<file path="src/i2c_target_pkg.sv">
// constants, types and register map of the i2c target event and status block
// assumes an apb master on clk and open-drain scl/sda resolved outside
//
// Function
// - stop, start and data sources, each maskable
// - source mask takes any bit combination
// - only enabled sources reach the interrupt line
// - one overall interrupt enable gates output
// - raw and masked status both readable
// - one-bit summary, raw or masked as selected
// - action status idle when nothing requested
// - receive request while received byte uncollected
// - transmit request when read needs next byte
// - distinct code for first byte received after address
// - action status flags secondary address match
// - two own addresses, selector picks which
// - clear write removes selected pending sources
package i2c_target_pkg;

    localparam int          N_SRC      = 3;
    localparam int          SRC_STOP   = 0;
    localparam int          SRC_START  = 1;
    localparam int          SRC_DATA   = 2;
    localparam int          OWN_W      = 7;
    localparam int          SEL_BIT    = 8;
    localparam int          SEC_LSB    = 8;
    localparam int          CTRL_EN    = 0;
    localparam int          CTRL_IRQ   = 1;
    localparam int          CTRL_SEC   = 2;
    localparam int          SUM_BIT    = 0;
    localparam int          SEL_RD_BIT = 1;

    localparam logic [7:0]  OFS_ADDR   = 8'h00;
    localparam logic [7:0]  OFS_CTRL   = 8'h04;
    localparam logic [7:0]  OFS_MASK   = 8'h08;
    localparam logic [7:0]  OFS_RIS    = 8'h0C;
    localparam logic [7:0]  OFS_MIS    = 8'h10;
    localparam logic [7:0]  OFS_SUM    = 8'h14;
    localparam logic [7:0]  OFS_ACT    = 8'h18;
    localparam logic [7:0]  OFS_DATA   = 8'h1C;

    localparam logic [2:0]  BIT_LAST   = 3'h7;
    localparam logic [6:0]  OWN_RST    = 7'h00;
    localparam logic [2:0]  CTRL_RST   = 3'h0;
    localparam logic [2:0]  MASK_RST   = 3'h0;

    localparam logic [3:0]  act_idle               = 4'h0;
    localparam logic [3:0]  act_receive_request    = 4'h1;
    localparam logic [3:0]  act_transmit_request   = 4'h2;
    localparam logic [3:0]  act_receive_first_byte = 4'h5;
    localparam logic [3:0]  act_second_address_hit = 4'h8;

    typedef struct packed {
        logic        psel;
        logic        penable;
        logic        pwrite;
        logic [31:0] paddr;
        logic [31:0] pwdata;
    } apb_req_t;

    typedef struct packed {
        logic second_hit;
        logic first_byte;
        logic tx_req;
        logic rx_req;
    } act_t;

    typedef enum {
        st_idle, st_addr, st_addr_ack, st_rx, st_rx_ack, st_tx_load, st_tx, st_tx_ack
    } eng_state_t;

endpackage : i2c_target_pkg

</file>
<file path="src/pin_sync.sv">
// three-stage synchroniser for one bus pin with filtered edge pulses
// assumes pin idles high, as an open-drain bus line does
`timescale 1ns/10ps
module pin_sync (
    input  wire logic clk,
    input  wire logic srst,
    input  wire logic pin,
    output logic      level,
    output logic      rise,
    output logic      fall
);
    logic s1;
    logic s2;
    logic s3;

    always_ff @(posedge clk) begin
        if (srst) begin
            s1 <= 1'b1;
            s2 <= 1'b1;
            s3 <= 1'b1;
        end else begin
            s1 <= pin;
            s2 <= s1;
            s3 <= s2;
        end
    end

    // a change counts only once stages two and three agree
    always_ff @(posedge clk) begin
        if (srst) begin
            level <= 1'b1;
            rise  <= 1'b0;
            fall  <= 1'b0;
        end else begin
            rise  <= (s2 == s3) && s3 && !level;
            fall  <= (s2 == s3) && !s3 && level;
            if (s2 == s3) begin
                level <= s3;
            end
        end
    end
endmodule : pin_sync

</file>
<file path="src/evt_latch.sv">
// bank of sticky event flags, write-one-to-clear
// assumes set and clr are single-cycle terms on clk
`timescale 1ns/10ps
module evt_latch #(
    parameter int W = 3
) (
    input  wire logic         clk,
    input  wire logic         srst,
    input  wire logic [W-1:0] set,
    input  wire logic [W-1:0] clr,
    output logic      [W-1:0] q
);
    for (genvar i = 0; i < W; i++) begin : g_flag
        // set beats a clear in the same cycle
        always_ff @(posedge clk) begin
            if (srst) begin
                q[i] <= 1'b0;
            end else if (set[i]) begin
                q[i] <= 1'b1;
            end else if (clr[i]) begin
                q[i] <= 1'b0;
            end
        end
    end
endmodule : evt_latch

</file>
<file path="src/i2c_target_event_status.sv">
// i2c target: bus engine, event status, interrupt and action status behind apb
// assumes external pull-ups resolve scl/sda from the *_oe_n enables
`timescale 1ns/10ps
module i2c_target_event_status (
    input  wire logic                     clk,
    input  wire logic                     srst,
    input  wire i2c_target_pkg::apb_req_t apb,
    output logic                          pready,
    output logic [31:0]                   prdata,
    output logic                          pslverr,
    input  wire logic                     scl_i,
    output logic                          scl_o,
    output logic                          scl_oe_n,
    input  wire logic                     sda_i,
    output logic                          sda_o,
    output logic                          sda_oe_n,
    output logic                          irq
);
    import i2c_target_pkg::*;

    logic             scl_lvl;
    logic             scl_rise;
    logic             scl_fall;
    logic             sda_lvl;
    logic             sda_rise;
    logic             sda_fall;
    logic [OWN_W-1:0] own_addr [2];
    logic [2:0]       ctrl;
    logic [N_SRC-1:0] src_mask;
    logic             masked_select;
    logic [N_SRC-1:0] raw;
    logic [N_SRC-1:0] masked;
    logic [N_SRC-1:0] evt;
    logic [N_SRC-1:0] clr;
    logic [31:0]      rd_mux;
    act_t             act;
    eng_state_t       state;
    logic [2:0]       bit_cnt;
    logic [7:0]       shift;
    logic             ack_on;
    logic             rw;
    logic             mack;
    logic             second_hit;
    logic             first_pend;
    logic [7:0]       rx_data;
    logic             rx_full;
    logic             rx_first;
    logic [7:0]       tx_data;
    logic             tx_full;
    logic             tx_req_q;
    logic             en;
    logic             start_det;
    logic             stop_det;
    logic             eng_go;
    logic             hit0;
    logic             hit1;
    logic             rx_put;
    logic             tx_take;
    logic             tx_want;
    logic             setup;
    logic             wr;
    logic             rd;

    function automatic logic reg_is(input logic [31:0] a, input logic [7:0] ofs);
        return (a[31:8] == 24'h000000) && (a[7:0] == ofs);
    endfunction : reg_is

    function automatic logic mapped(input logic [31:0] a);
        return reg_is(a, OFS_ADDR) || reg_is(a, OFS_CTRL) || reg_is(a, OFS_MASK)
            || reg_is(a, OFS_RIS) || reg_is(a, OFS_MIS) || reg_is(a, OFS_SUM)
            || reg_is(a, OFS_ACT) || reg_is(a, OFS_DATA);
    endfunction : mapped

    ////////////////////////////////////////////////////////////////////////////
    // pin sampling and bus conditions

    pin_sync u_scl (
        .clk   (clk),
        .srst  (srst),
        .pin   (scl_i),
        .level (scl_lvl),
        .rise  (scl_rise),
        .fall  (scl_fall)
    );

    pin_sync u_sda (
        .clk   (clk),
        .srst  (srst),
        .pin   (sda_i),
        .level (sda_lvl),
        .rise  (sda_rise),
        .fall  (sda_fall)
    );

    assign en        = ctrl[CTRL_EN];
    assign start_det = en && sda_fall && scl_lvl;
    assign stop_det  = en && sda_rise && scl_lvl;
    assign eng_go    = en && !start_det && !stop_det;
    assign hit0      = shift[OWN_W-1:0] == own_addr[0];
    assign hit1      = ctrl[CTRL_SEC] && (shift[OWN_W-1:0] == own_addr[1]);
    assign rx_put    = eng_go && (state == st_rx_ack) && !ack_on && !rx_full
                       && (scl_fall || !scl_oe_n);
    assign tx_take   = eng_go && (state == st_tx_load) && tx_full;
    assign tx_want   = (state == st_tx_load) && !tx_full;

    ////////////////////////////////////////////////////////////////////////////
    // apb slave: no wait state, answer in the first access cycle

    assign setup = apb.psel && !apb.penable;
    assign wr    = apb.psel && apb.penable && pready && apb.pwrite && !pslverr;
    assign rd    = apb.psel && apb.penable && pready && !apb.pwrite && !pslverr;

    always_comb begin
        rd_mux = '0;
        if (reg_is(apb.paddr, OFS_ADDR)) begin
            rd_mux[OWN_W-1:0]         = own_addr[0];
            rd_mux[SEC_LSB+:OWN_W]    = own_addr[1];
        end
        if (reg_is(apb.paddr, OFS_CTRL)) begin
            rd_mux[2:0] = ctrl;
        end
        if (reg_is(apb.paddr, OFS_MASK)) begin
            rd_mux[N_SRC-1:0] = src_mask;
        end
        if (reg_is(apb.paddr, OFS_RIS)) begin
            rd_mux[N_SRC-1:0] = raw;
        end
        if (reg_is(apb.paddr, OFS_MIS)) begin
            rd_mux[N_SRC-1:0] = masked;
        end
        if (reg_is(apb.paddr, OFS_SUM)) begin
            rd_mux[SUM_BIT]    = masked_select ? |masked : |raw;
            rd_mux[SEL_RD_BIT] = masked_select;
        end
        if (reg_is(apb.paddr, OFS_ACT)) begin
            rd_mux[3:0] = act;
        end
        if (reg_is(apb.paddr, OFS_DATA)) begin
            rd_mux[7:0] = rx_data;
        end
    end

    always_ff @(posedge clk) begin
        if (srst) begin
            pready  <= 1'b0;
            pslverr <= 1'b0;
            prdata  <= '0;
        end else begin
            pready  <= setup;
            pslverr <= setup && !mapped(apb.paddr);
            prdata  <= (setup && !apb.pwrite) ? rd_mux : '0;
        end
    end

    ////////////////////////////////////////////////////////////////////////////
    // configuration registers

    always_ff @(posedge clk) begin
        if (srst) begin
            own_addr[0] <= OWN_RST;
            own_addr[1] <= OWN_RST;
        end else if (wr && reg_is(apb.paddr, OFS_ADDR)) begin
            own_addr[apb.pwdata[SEL_BIT]] <= apb.pwdata[OWN_W-1:0];
        end
    end

    always_ff @(posedge clk) begin
        if (srst) begin
            ctrl          <= CTRL_RST;
            src_mask      <= MASK_RST;
            masked_select <= 1'b0;
        end else if (wr) begin
            if (reg_is(apb.paddr, OFS_CTRL)) begin
                ctrl <= apb.pwdata[2:0];
            end
            if (reg_is(apb.paddr, OFS_MASK)) begin
                src_mask <= apb.pwdata[N_SRC-1:0];
            end
            if (reg_is(apb.paddr, OFS_SUM)) begin
                masked_select <= apb.pwdata[SUM_BIT];
            end
        end
    end

    ////////////////////////////////////////////////////////////////////////////
    // event sources, sticky status and interrupt

    always_comb begin
        evt            = '0;
        evt[SRC_STOP]  = stop_det;
        evt[SRC_START] = start_det;
        evt[SRC_DATA]  = rx_put || (tx_want && !tx_req_q);
    end

    assign clr    = (wr && reg_is(apb.paddr, OFS_RIS)) ? apb.pwdata[N_SRC-1:0] : '0;
    assign masked = raw & src_mask;

    evt_latch #(
        .W (N_SRC)
    ) u_status (
        .clk  (clk),
        .srst (srst),
        .set  (evt),
        .clr  (clr),
        .q    (raw)
    );

    always_ff @(posedge clk) begin
        if (srst) begin
            irq      <= 1'b0;
            tx_req_q <= 1'b0;
        end else begin
            irq      <= ctrl[CTRL_IRQ] && (|masked);
            tx_req_q <= tx_want;
        end
    end

    ////////////////////////////////////////////////////////////////////////////
    // data holding registers and action status

    always_ff @(posedge clk) begin
        if (srst) begin
            rx_data  <= '0;
            rx_full  <= 1'b0;
            rx_first <= 1'b0;
        end else if (rx_put) begin
            rx_data  <= shift;
            rx_full  <= 1'b1;
            rx_first <= first_pend;
        end else if (rd && reg_is(apb.paddr, OFS_DATA)) begin
            rx_full  <= 1'b0;
        end
    end

    always_ff @(posedge clk) begin
        if (srst) begin
            tx_data <= '0;
            tx_full <= 1'b0;
        end else if (wr && reg_is(apb.paddr, OFS_DATA)) begin
            // a byte written as the old one is taken stays pending
            tx_data <= apb.pwdata[7:0];
            tx_full <= 1'b1;
        end else if (tx_take) begin
            tx_full <= 1'b0;
        end
    end

    always_ff @(posedge clk) begin
        if (srst) begin
            act <= act_idle;
        end else begin
            act.rx_req     <= rx_full;
            act.first_byte <= rx_full && rx_first;
            act.tx_req     <= tx_want;
            act.second_hit <= second_hit && (rx_full || tx_want);
        end
    end

    ////////////////////////////////////////////////////////////////////////////
    // bus engine: address match, ack, receive and transmit with stretching

    always_ff @(posedge clk) begin
        if (srst) begin
            scl_o <= 1'b0;
            sda_o <= 1'b0;
        end else begin
            scl_o <= 1'b0;
            sda_o <= 1'b0;
        end
    end

    always_ff @(posedge clk) begin
        if (srst) begin
            state      <= st_idle;
            bit_cnt    <= '0;
            shift      <= '0;
            ack_on     <= 1'b0;
            rw         <= 1'b0;
            mack       <= 1'b0;
            second_hit <= 1'b0;
            first_pend <= 1'b0;
            sda_oe_n   <= 1'b1;
            scl_oe_n   <= 1'b1;
        end else if (!en || stop_det) begin
            state    <= st_idle;
            ack_on   <= 1'b0;
            sda_oe_n <= 1'b1;
            scl_oe_n <= 1'b1;
        end else if (start_det) begin
            state    <= st_addr;
            bit_cnt  <= '0;
            ack_on   <= 1'b0;
            sda_oe_n <= 1'b1;
            scl_oe_n <= 1'b1;
        end else begin
            unique case (state)
                st_idle: begin
                end
                st_addr: begin
                    if (scl_rise) begin
                        shift   <= {shift[6:0], sda_lvl};
                        bit_cnt <= bit_cnt + 3'h1;
                        if (bit_cnt == BIT_LAST) begin
                            state      <= (hit0 || hit1) ? st_addr_ack : st_idle;
                            rw         <= sda_lvl;
                            second_hit <= hit1 && !hit0;
                            first_pend <= 1'b1;
                        end
                    end
                end
                st_addr_ack: begin
                    if (scl_fall) begin
                        if (!ack_on) begin
                            sda_oe_n <= 1'b0;
                            ack_on   <= 1'b1;
                        end else begin
                            sda_oe_n <= 1'b1;
                            ack_on   <= 1'b0;
                            bit_cnt  <= '0;
                            state    <= rw ? st_tx_load : st_rx;
                        end
                    end
                end
                st_rx: begin
                    if (scl_rise) begin
                        shift   <= {shift[6:0], sda_lvl};
                        bit_cnt <= bit_cnt + 3'h1;
                        if (bit_cnt == BIT_LAST) begin
                            state <= st_rx_ack;
                        end
                    end
                end
                st_rx_ack: begin
                    // hold scl low until software has collected the previous byte
                    if (!ack_on) begin
                        if (rx_put) begin
                            sda_oe_n   <= 1'b0;
                            ack_on     <= 1'b1;
                            first_pend <= 1'b0;
                        end else if (scl_fall) begin
                            scl_oe_n <= 1'b0;
                        end
                    end else if (!scl_oe_n) begin
                        // sda settles a cycle before the stretch ends
                        scl_oe_n <= 1'b1;
                    end else if (scl_fall) begin
                        sda_oe_n <= 1'b1;
                        ack_on   <= 1'b0;
                        bit_cnt  <= '0;
                        state    <= st_rx;
                    end
                end
                st_tx_load: begin
                    if (tx_take) begin
                        shift    <= tx_data;
                        sda_oe_n <= tx_data[7];
                        bit_cnt  <= '0;
                        state    <= st_tx;
                    end else begin
                        scl_oe_n <= 1'b0;
                    end
                end
                st_tx: begin
                    if (!scl_oe_n) begin
                        scl_oe_n <= 1'b1;
                    end else if (scl_rise) begin
                        bit_cnt <= bit_cnt + 3'h1;
                        if (bit_cnt == BIT_LAST) begin
                            state <= st_tx_ack;
                        end
                    end else if (scl_fall) begin
                        sda_oe_n <= shift[6];
                        shift    <= {shift[6:0], 1'b0};
                    end
                end
                st_tx_ack: begin
                    if (scl_fall && !ack_on) begin
                        sda_oe_n <= 1'b1;
                        ack_on   <= 1'b1;
                    end else if (scl_rise && ack_on) begin
                        mack <= !sda_lvl;
                    end else if (scl_fall) begin
                        ack_on <= 1'b0;
                        state  <= mack ? st_tx_load : st_idle;
                    end
                end
            endcase
        end
    end
endmodule : i2c_target_event_status

</file>
<file path="config.mk">
export PLATFORM = sky130hd
export DESIGN_NAME = i2c_target_event_status
export DESIGN_NICKNAME = d
export VERILOG_FILES = /design/src/i2c_target_pkg.sv /design/src/pin_sync.sv /design/src/evt_latch.sv /design/src/i2c_target_event_status.sv
export SDC_FILE = /design/constraint.sdc
export NUM_CORES = 1
export LEC_CHECK = 0
export ABC_AREA = 0
export BUFFER_PORTS_ARGS = -buffer_cell sky130_fd_sc_hd__buf_2
export CAP_MARGIN = 10
export CORE_UTILIZATION = 40
export CTS_BUF_LIST = sky130_fd_sc_hd__clkbuf_8 sky130_fd_sc_hd__clkbuf_16
export CTS_CLUSTER_DIAMETER = 40
export DETAILED_ROUTE_END_ITERATION = 10
export HOLD_SLACK_MARGIN = 0.1
export PLACE_DENSITY = 0.67
export SLEW_MARGIN = 15
export SYNTH_ARGS = -nofsm -noshare
export SYNTH_HDL_FRONTEND = slang
export SYNTH_SLANG_ARGS = --single-unit
</file>
<file path="constraint.sdc">
create_clock -name clk -period 1.7 [get_ports clk]
set_input_delay 0.17 -clock clk [delete_from_list [all_inputs] [get_ports clk]]
set_output_delay 0.17 -clock clk [all_outputs]
set_load 0.05 [all_outputs]
</file>
==> results.tsv <==
metric	value	unit
Slew Limit Fails	0	
final wirelength	12.9	mm
RD Place Congestion	0.869	
CP top delay family	compound AO/OA/AOI/OAI gates	
Post-DRT Antenna Nets	0	
IO Count	110	
DIE WIDTH	113	um
TritonCTS buffer count	9	
share of layout cells above drive strength 1	32.4	%
synthesized instance count	530	
antenna violations before repair	0	
Placed Cells incl. Taps	774	
NetSw	1.20	mW
vias post-DR	4414	
Setup Skew	0.00972	ns
hold_ws	0.119	ns
total grt overflow	0	
CTS tree	yes	
top cells by area, synth	dfxtp_1 34%, edfxtp_1 8.5%, mux2i_1 6.9%	
Internal	3.50	mW
Worst setup SP type	flip-flop	
Tcrit/Tclk final	101	%
Min-Delay Path Class	in -> reg	
Area after DPL	5690	um2
drt pass-1 iters	7	
Initial Util	40.9	%
wl on met1	5.82	mm
Yosys cell types	65	
Yosys top cell area share	34.2	%
# port buffers	67	
CTS sink count	98	
routed len/inst	15.9	um
H-tree lvl count	3	
sequential share of power	50.5	%
Critical path buffers and inverters	2	
P_leak	2.61	nW
CP endpoint kind	flip-flop	
asr flop ratio synth	0	%
synth warn	0	
dpl ws	-0.200	ns
Die Ht	113	um
Post-synth top cells	84 x dfxtp_1, 53 x nand2_1, 48 x nor2_1	
area delta synth->final	28.9	%
Critical R2R Launch	state[1]	
total track usage	20.4	%
largest net degree at the start of global routing	31	
cell type with the largest total area after synthesis	dfxtp_1	
# rows	40	
Ant. Diodes	0	
hold_sp	apb[6]	
design area	6340	um2
Sum Neg Setup Slack	-0.0428	ns
EDFF count, synth	14	
synthesized area	4920	um2
status	finished with violations	
DR iter-0 viols	317	
Clk pwr share	42.5	%
top-count cell post-synth	dfxtp_1	
Critical Path RT	1.96	ns
Clock Latency Late Sink	0.35	ns
clk slew on worst S/H paths	0.07	ns
slowest CP cell	dfxtp_4	
full die area	12700	um2
setup ws final	-0.0160	ns
Synth Register Bits	98	
Top Layer Used	met4	
fmax	583	MHz
first-pass GRT wire length	20.4	mm
core area	12000	um2
final hold vios	0	
sw frac	25.6	%
Cell Count, Final, Fillers Out	811	
Combinational Power Share	7.1	%
DRC	0	
dominant synthesized flop cell	dfxtp_1	
Power Dens Cells	741	nW/um2
post-synthesis sequential area ratio	42.7	%
Via density	5.44	
post-DP HPWL	9.52	mm
setup violators final	7	
Max Cap Viol	0	
met3 WL	673	um
maximum buffer depth of the clock tree	2	
critical-path cell list	buf_6 > or2_4 > and3_4 > a221oi_4 > buf_4 > nand3_2 > a221oi_2	
critical-path maximum fanout	5	
Worst EP arrival	1.98	ns
fin crit period	1.72	ns
largest stage delay on the critical path	0.36	ns
RSZ-0062 raised after global routing	yes	
crit path kind	reg -> reg	
final net count	736	
CP startpoint	state[1]	
failing checks	negative setup slack	
syn avg cell area	9.28	um2
Met2 Wirelength	6.18	mm
Worst IR Drop VDD	416	uV
number of global-route vias before repair	4198	
CTS root buf	clkbuf_16	
metal layers:
metal / global-route usage, % / up-vias
li1: - / 2120
met1: 26.8 / 2119
met2: 34.3 / 157
met3: 2.04 / 18
met4: 8.60 / 0
met5: 0 / -
sequential cells by signal, summed over array words and instances, names as in the netlist, 3 cells and up:
| name | count |
|---|---|
| act | 4 |
| bit_cnt | 3 |
| ctrl | 3 |
| own_addr | 14 |
| prdata | 15 |
| rx_data | 8 |
| shift | 8 |
| src_mask | 3 |
| state | 3 |
| tx_data | 8 |
| u_status.q | 3 |
worst min-delay path, cell delays in order:
cell,delay [ns]
buf_2,0.11
nand2_1,0.07
mux2i_1,0.07
cell usage in the layout, fill, tap and decap left out, types with 13 or more instances in the layout:
cell / Yosys / routed
conb_1: 1 / 19
dfxtp_1: 84 / 76
buf_2: 8 / 67
and2_1: 28 / 27
nand2_1: 53 / 53
o21ai_0: 15 / 13
edfxtp_1: 14 / 14
buf_4: 20 / 68
nand3_1: 17 / 16
nor2_1: 48 / 47
mux2i_1: 34 / 34
inv_1: 13 / 13
power by group through the flow:
stage / combinational, mW / clock [mW] / sequential [mW]
final: 0.333 / 2.00 / 2.37
after global routing: 0.358 / 2.12 / 2.37
after CTS: 0.330 / 2.04 / 2.37
after detailed placement: 0.316 / 0 / 2.43
after global placement: 0.310 / 0 / 2.43
after floorplan: 0.237 / 0 / 2.43
stage by stage:
| step | total power, mW | util, % |
|---|---|---|
| 4_1_cts | 4.74 | 51.6 |
| 2_1_floorplan | 2.67 | - |
| 5_1_grt | 4.85 | 52.8 |
| 3_3_place_gp | 2.74 | 47.4 |
| 6_report | 4.70 | 52.8 |
| 3_5_place_dp | 2.75 | 47.4 |
final cells by class:
cell class              count  area [um2]
clock inverters             7        70.1
clock buffers               9         225
inverters                  13        48.8
multi-input cells         387        2660
repair buffers            150        1030
fillers                  1094        5670
well taps                 147         184
flip-flops and latches     98        2120
path summary, 6_finish.rpt:
kind | to | slack [ns] | cells after the start
setup / recovery | state[2] | -0.02 | 7
setup reg to reg | state[2] | -0.02 | 7
hold reg to reg | u_scl.s2 | 0.41 | 1
hold / removal | tx_data[6] | 0.12 | 3
cells by family (layout without fill, tap and decap cells):
| logic type | Yosys count | count (layout) | synth area share [%] |
|---|---|---|---|
| mux | 37 | 37 | 7.61 |
| fa+ha+maj | 6 | 6 | 1.53 |
| buf+inv | 63 | 179 | 7.22 |
| compound gates | 87 | 87 | 13.0 |
| flops | 98 | 98 | 42.7 |
| xor+xnor | 14 | 14 | 2.49 |
| other cells | 1 | 19 | 0.0762 |
| simple gates | 224 | 224 | 25.4 |
what timing repair did:
item / CTS / global route
cloned: 1 / 0
hold buffers: 7 / 0
setup endpoints to repair: 46 / 44
setup buffers: 7 / 7
pin swaps: 16 / 13
resized for setup: 22 / 21
hold endpoints to repair: 7 / 0
Note: power is estimated with default switching activity, not from simulation.
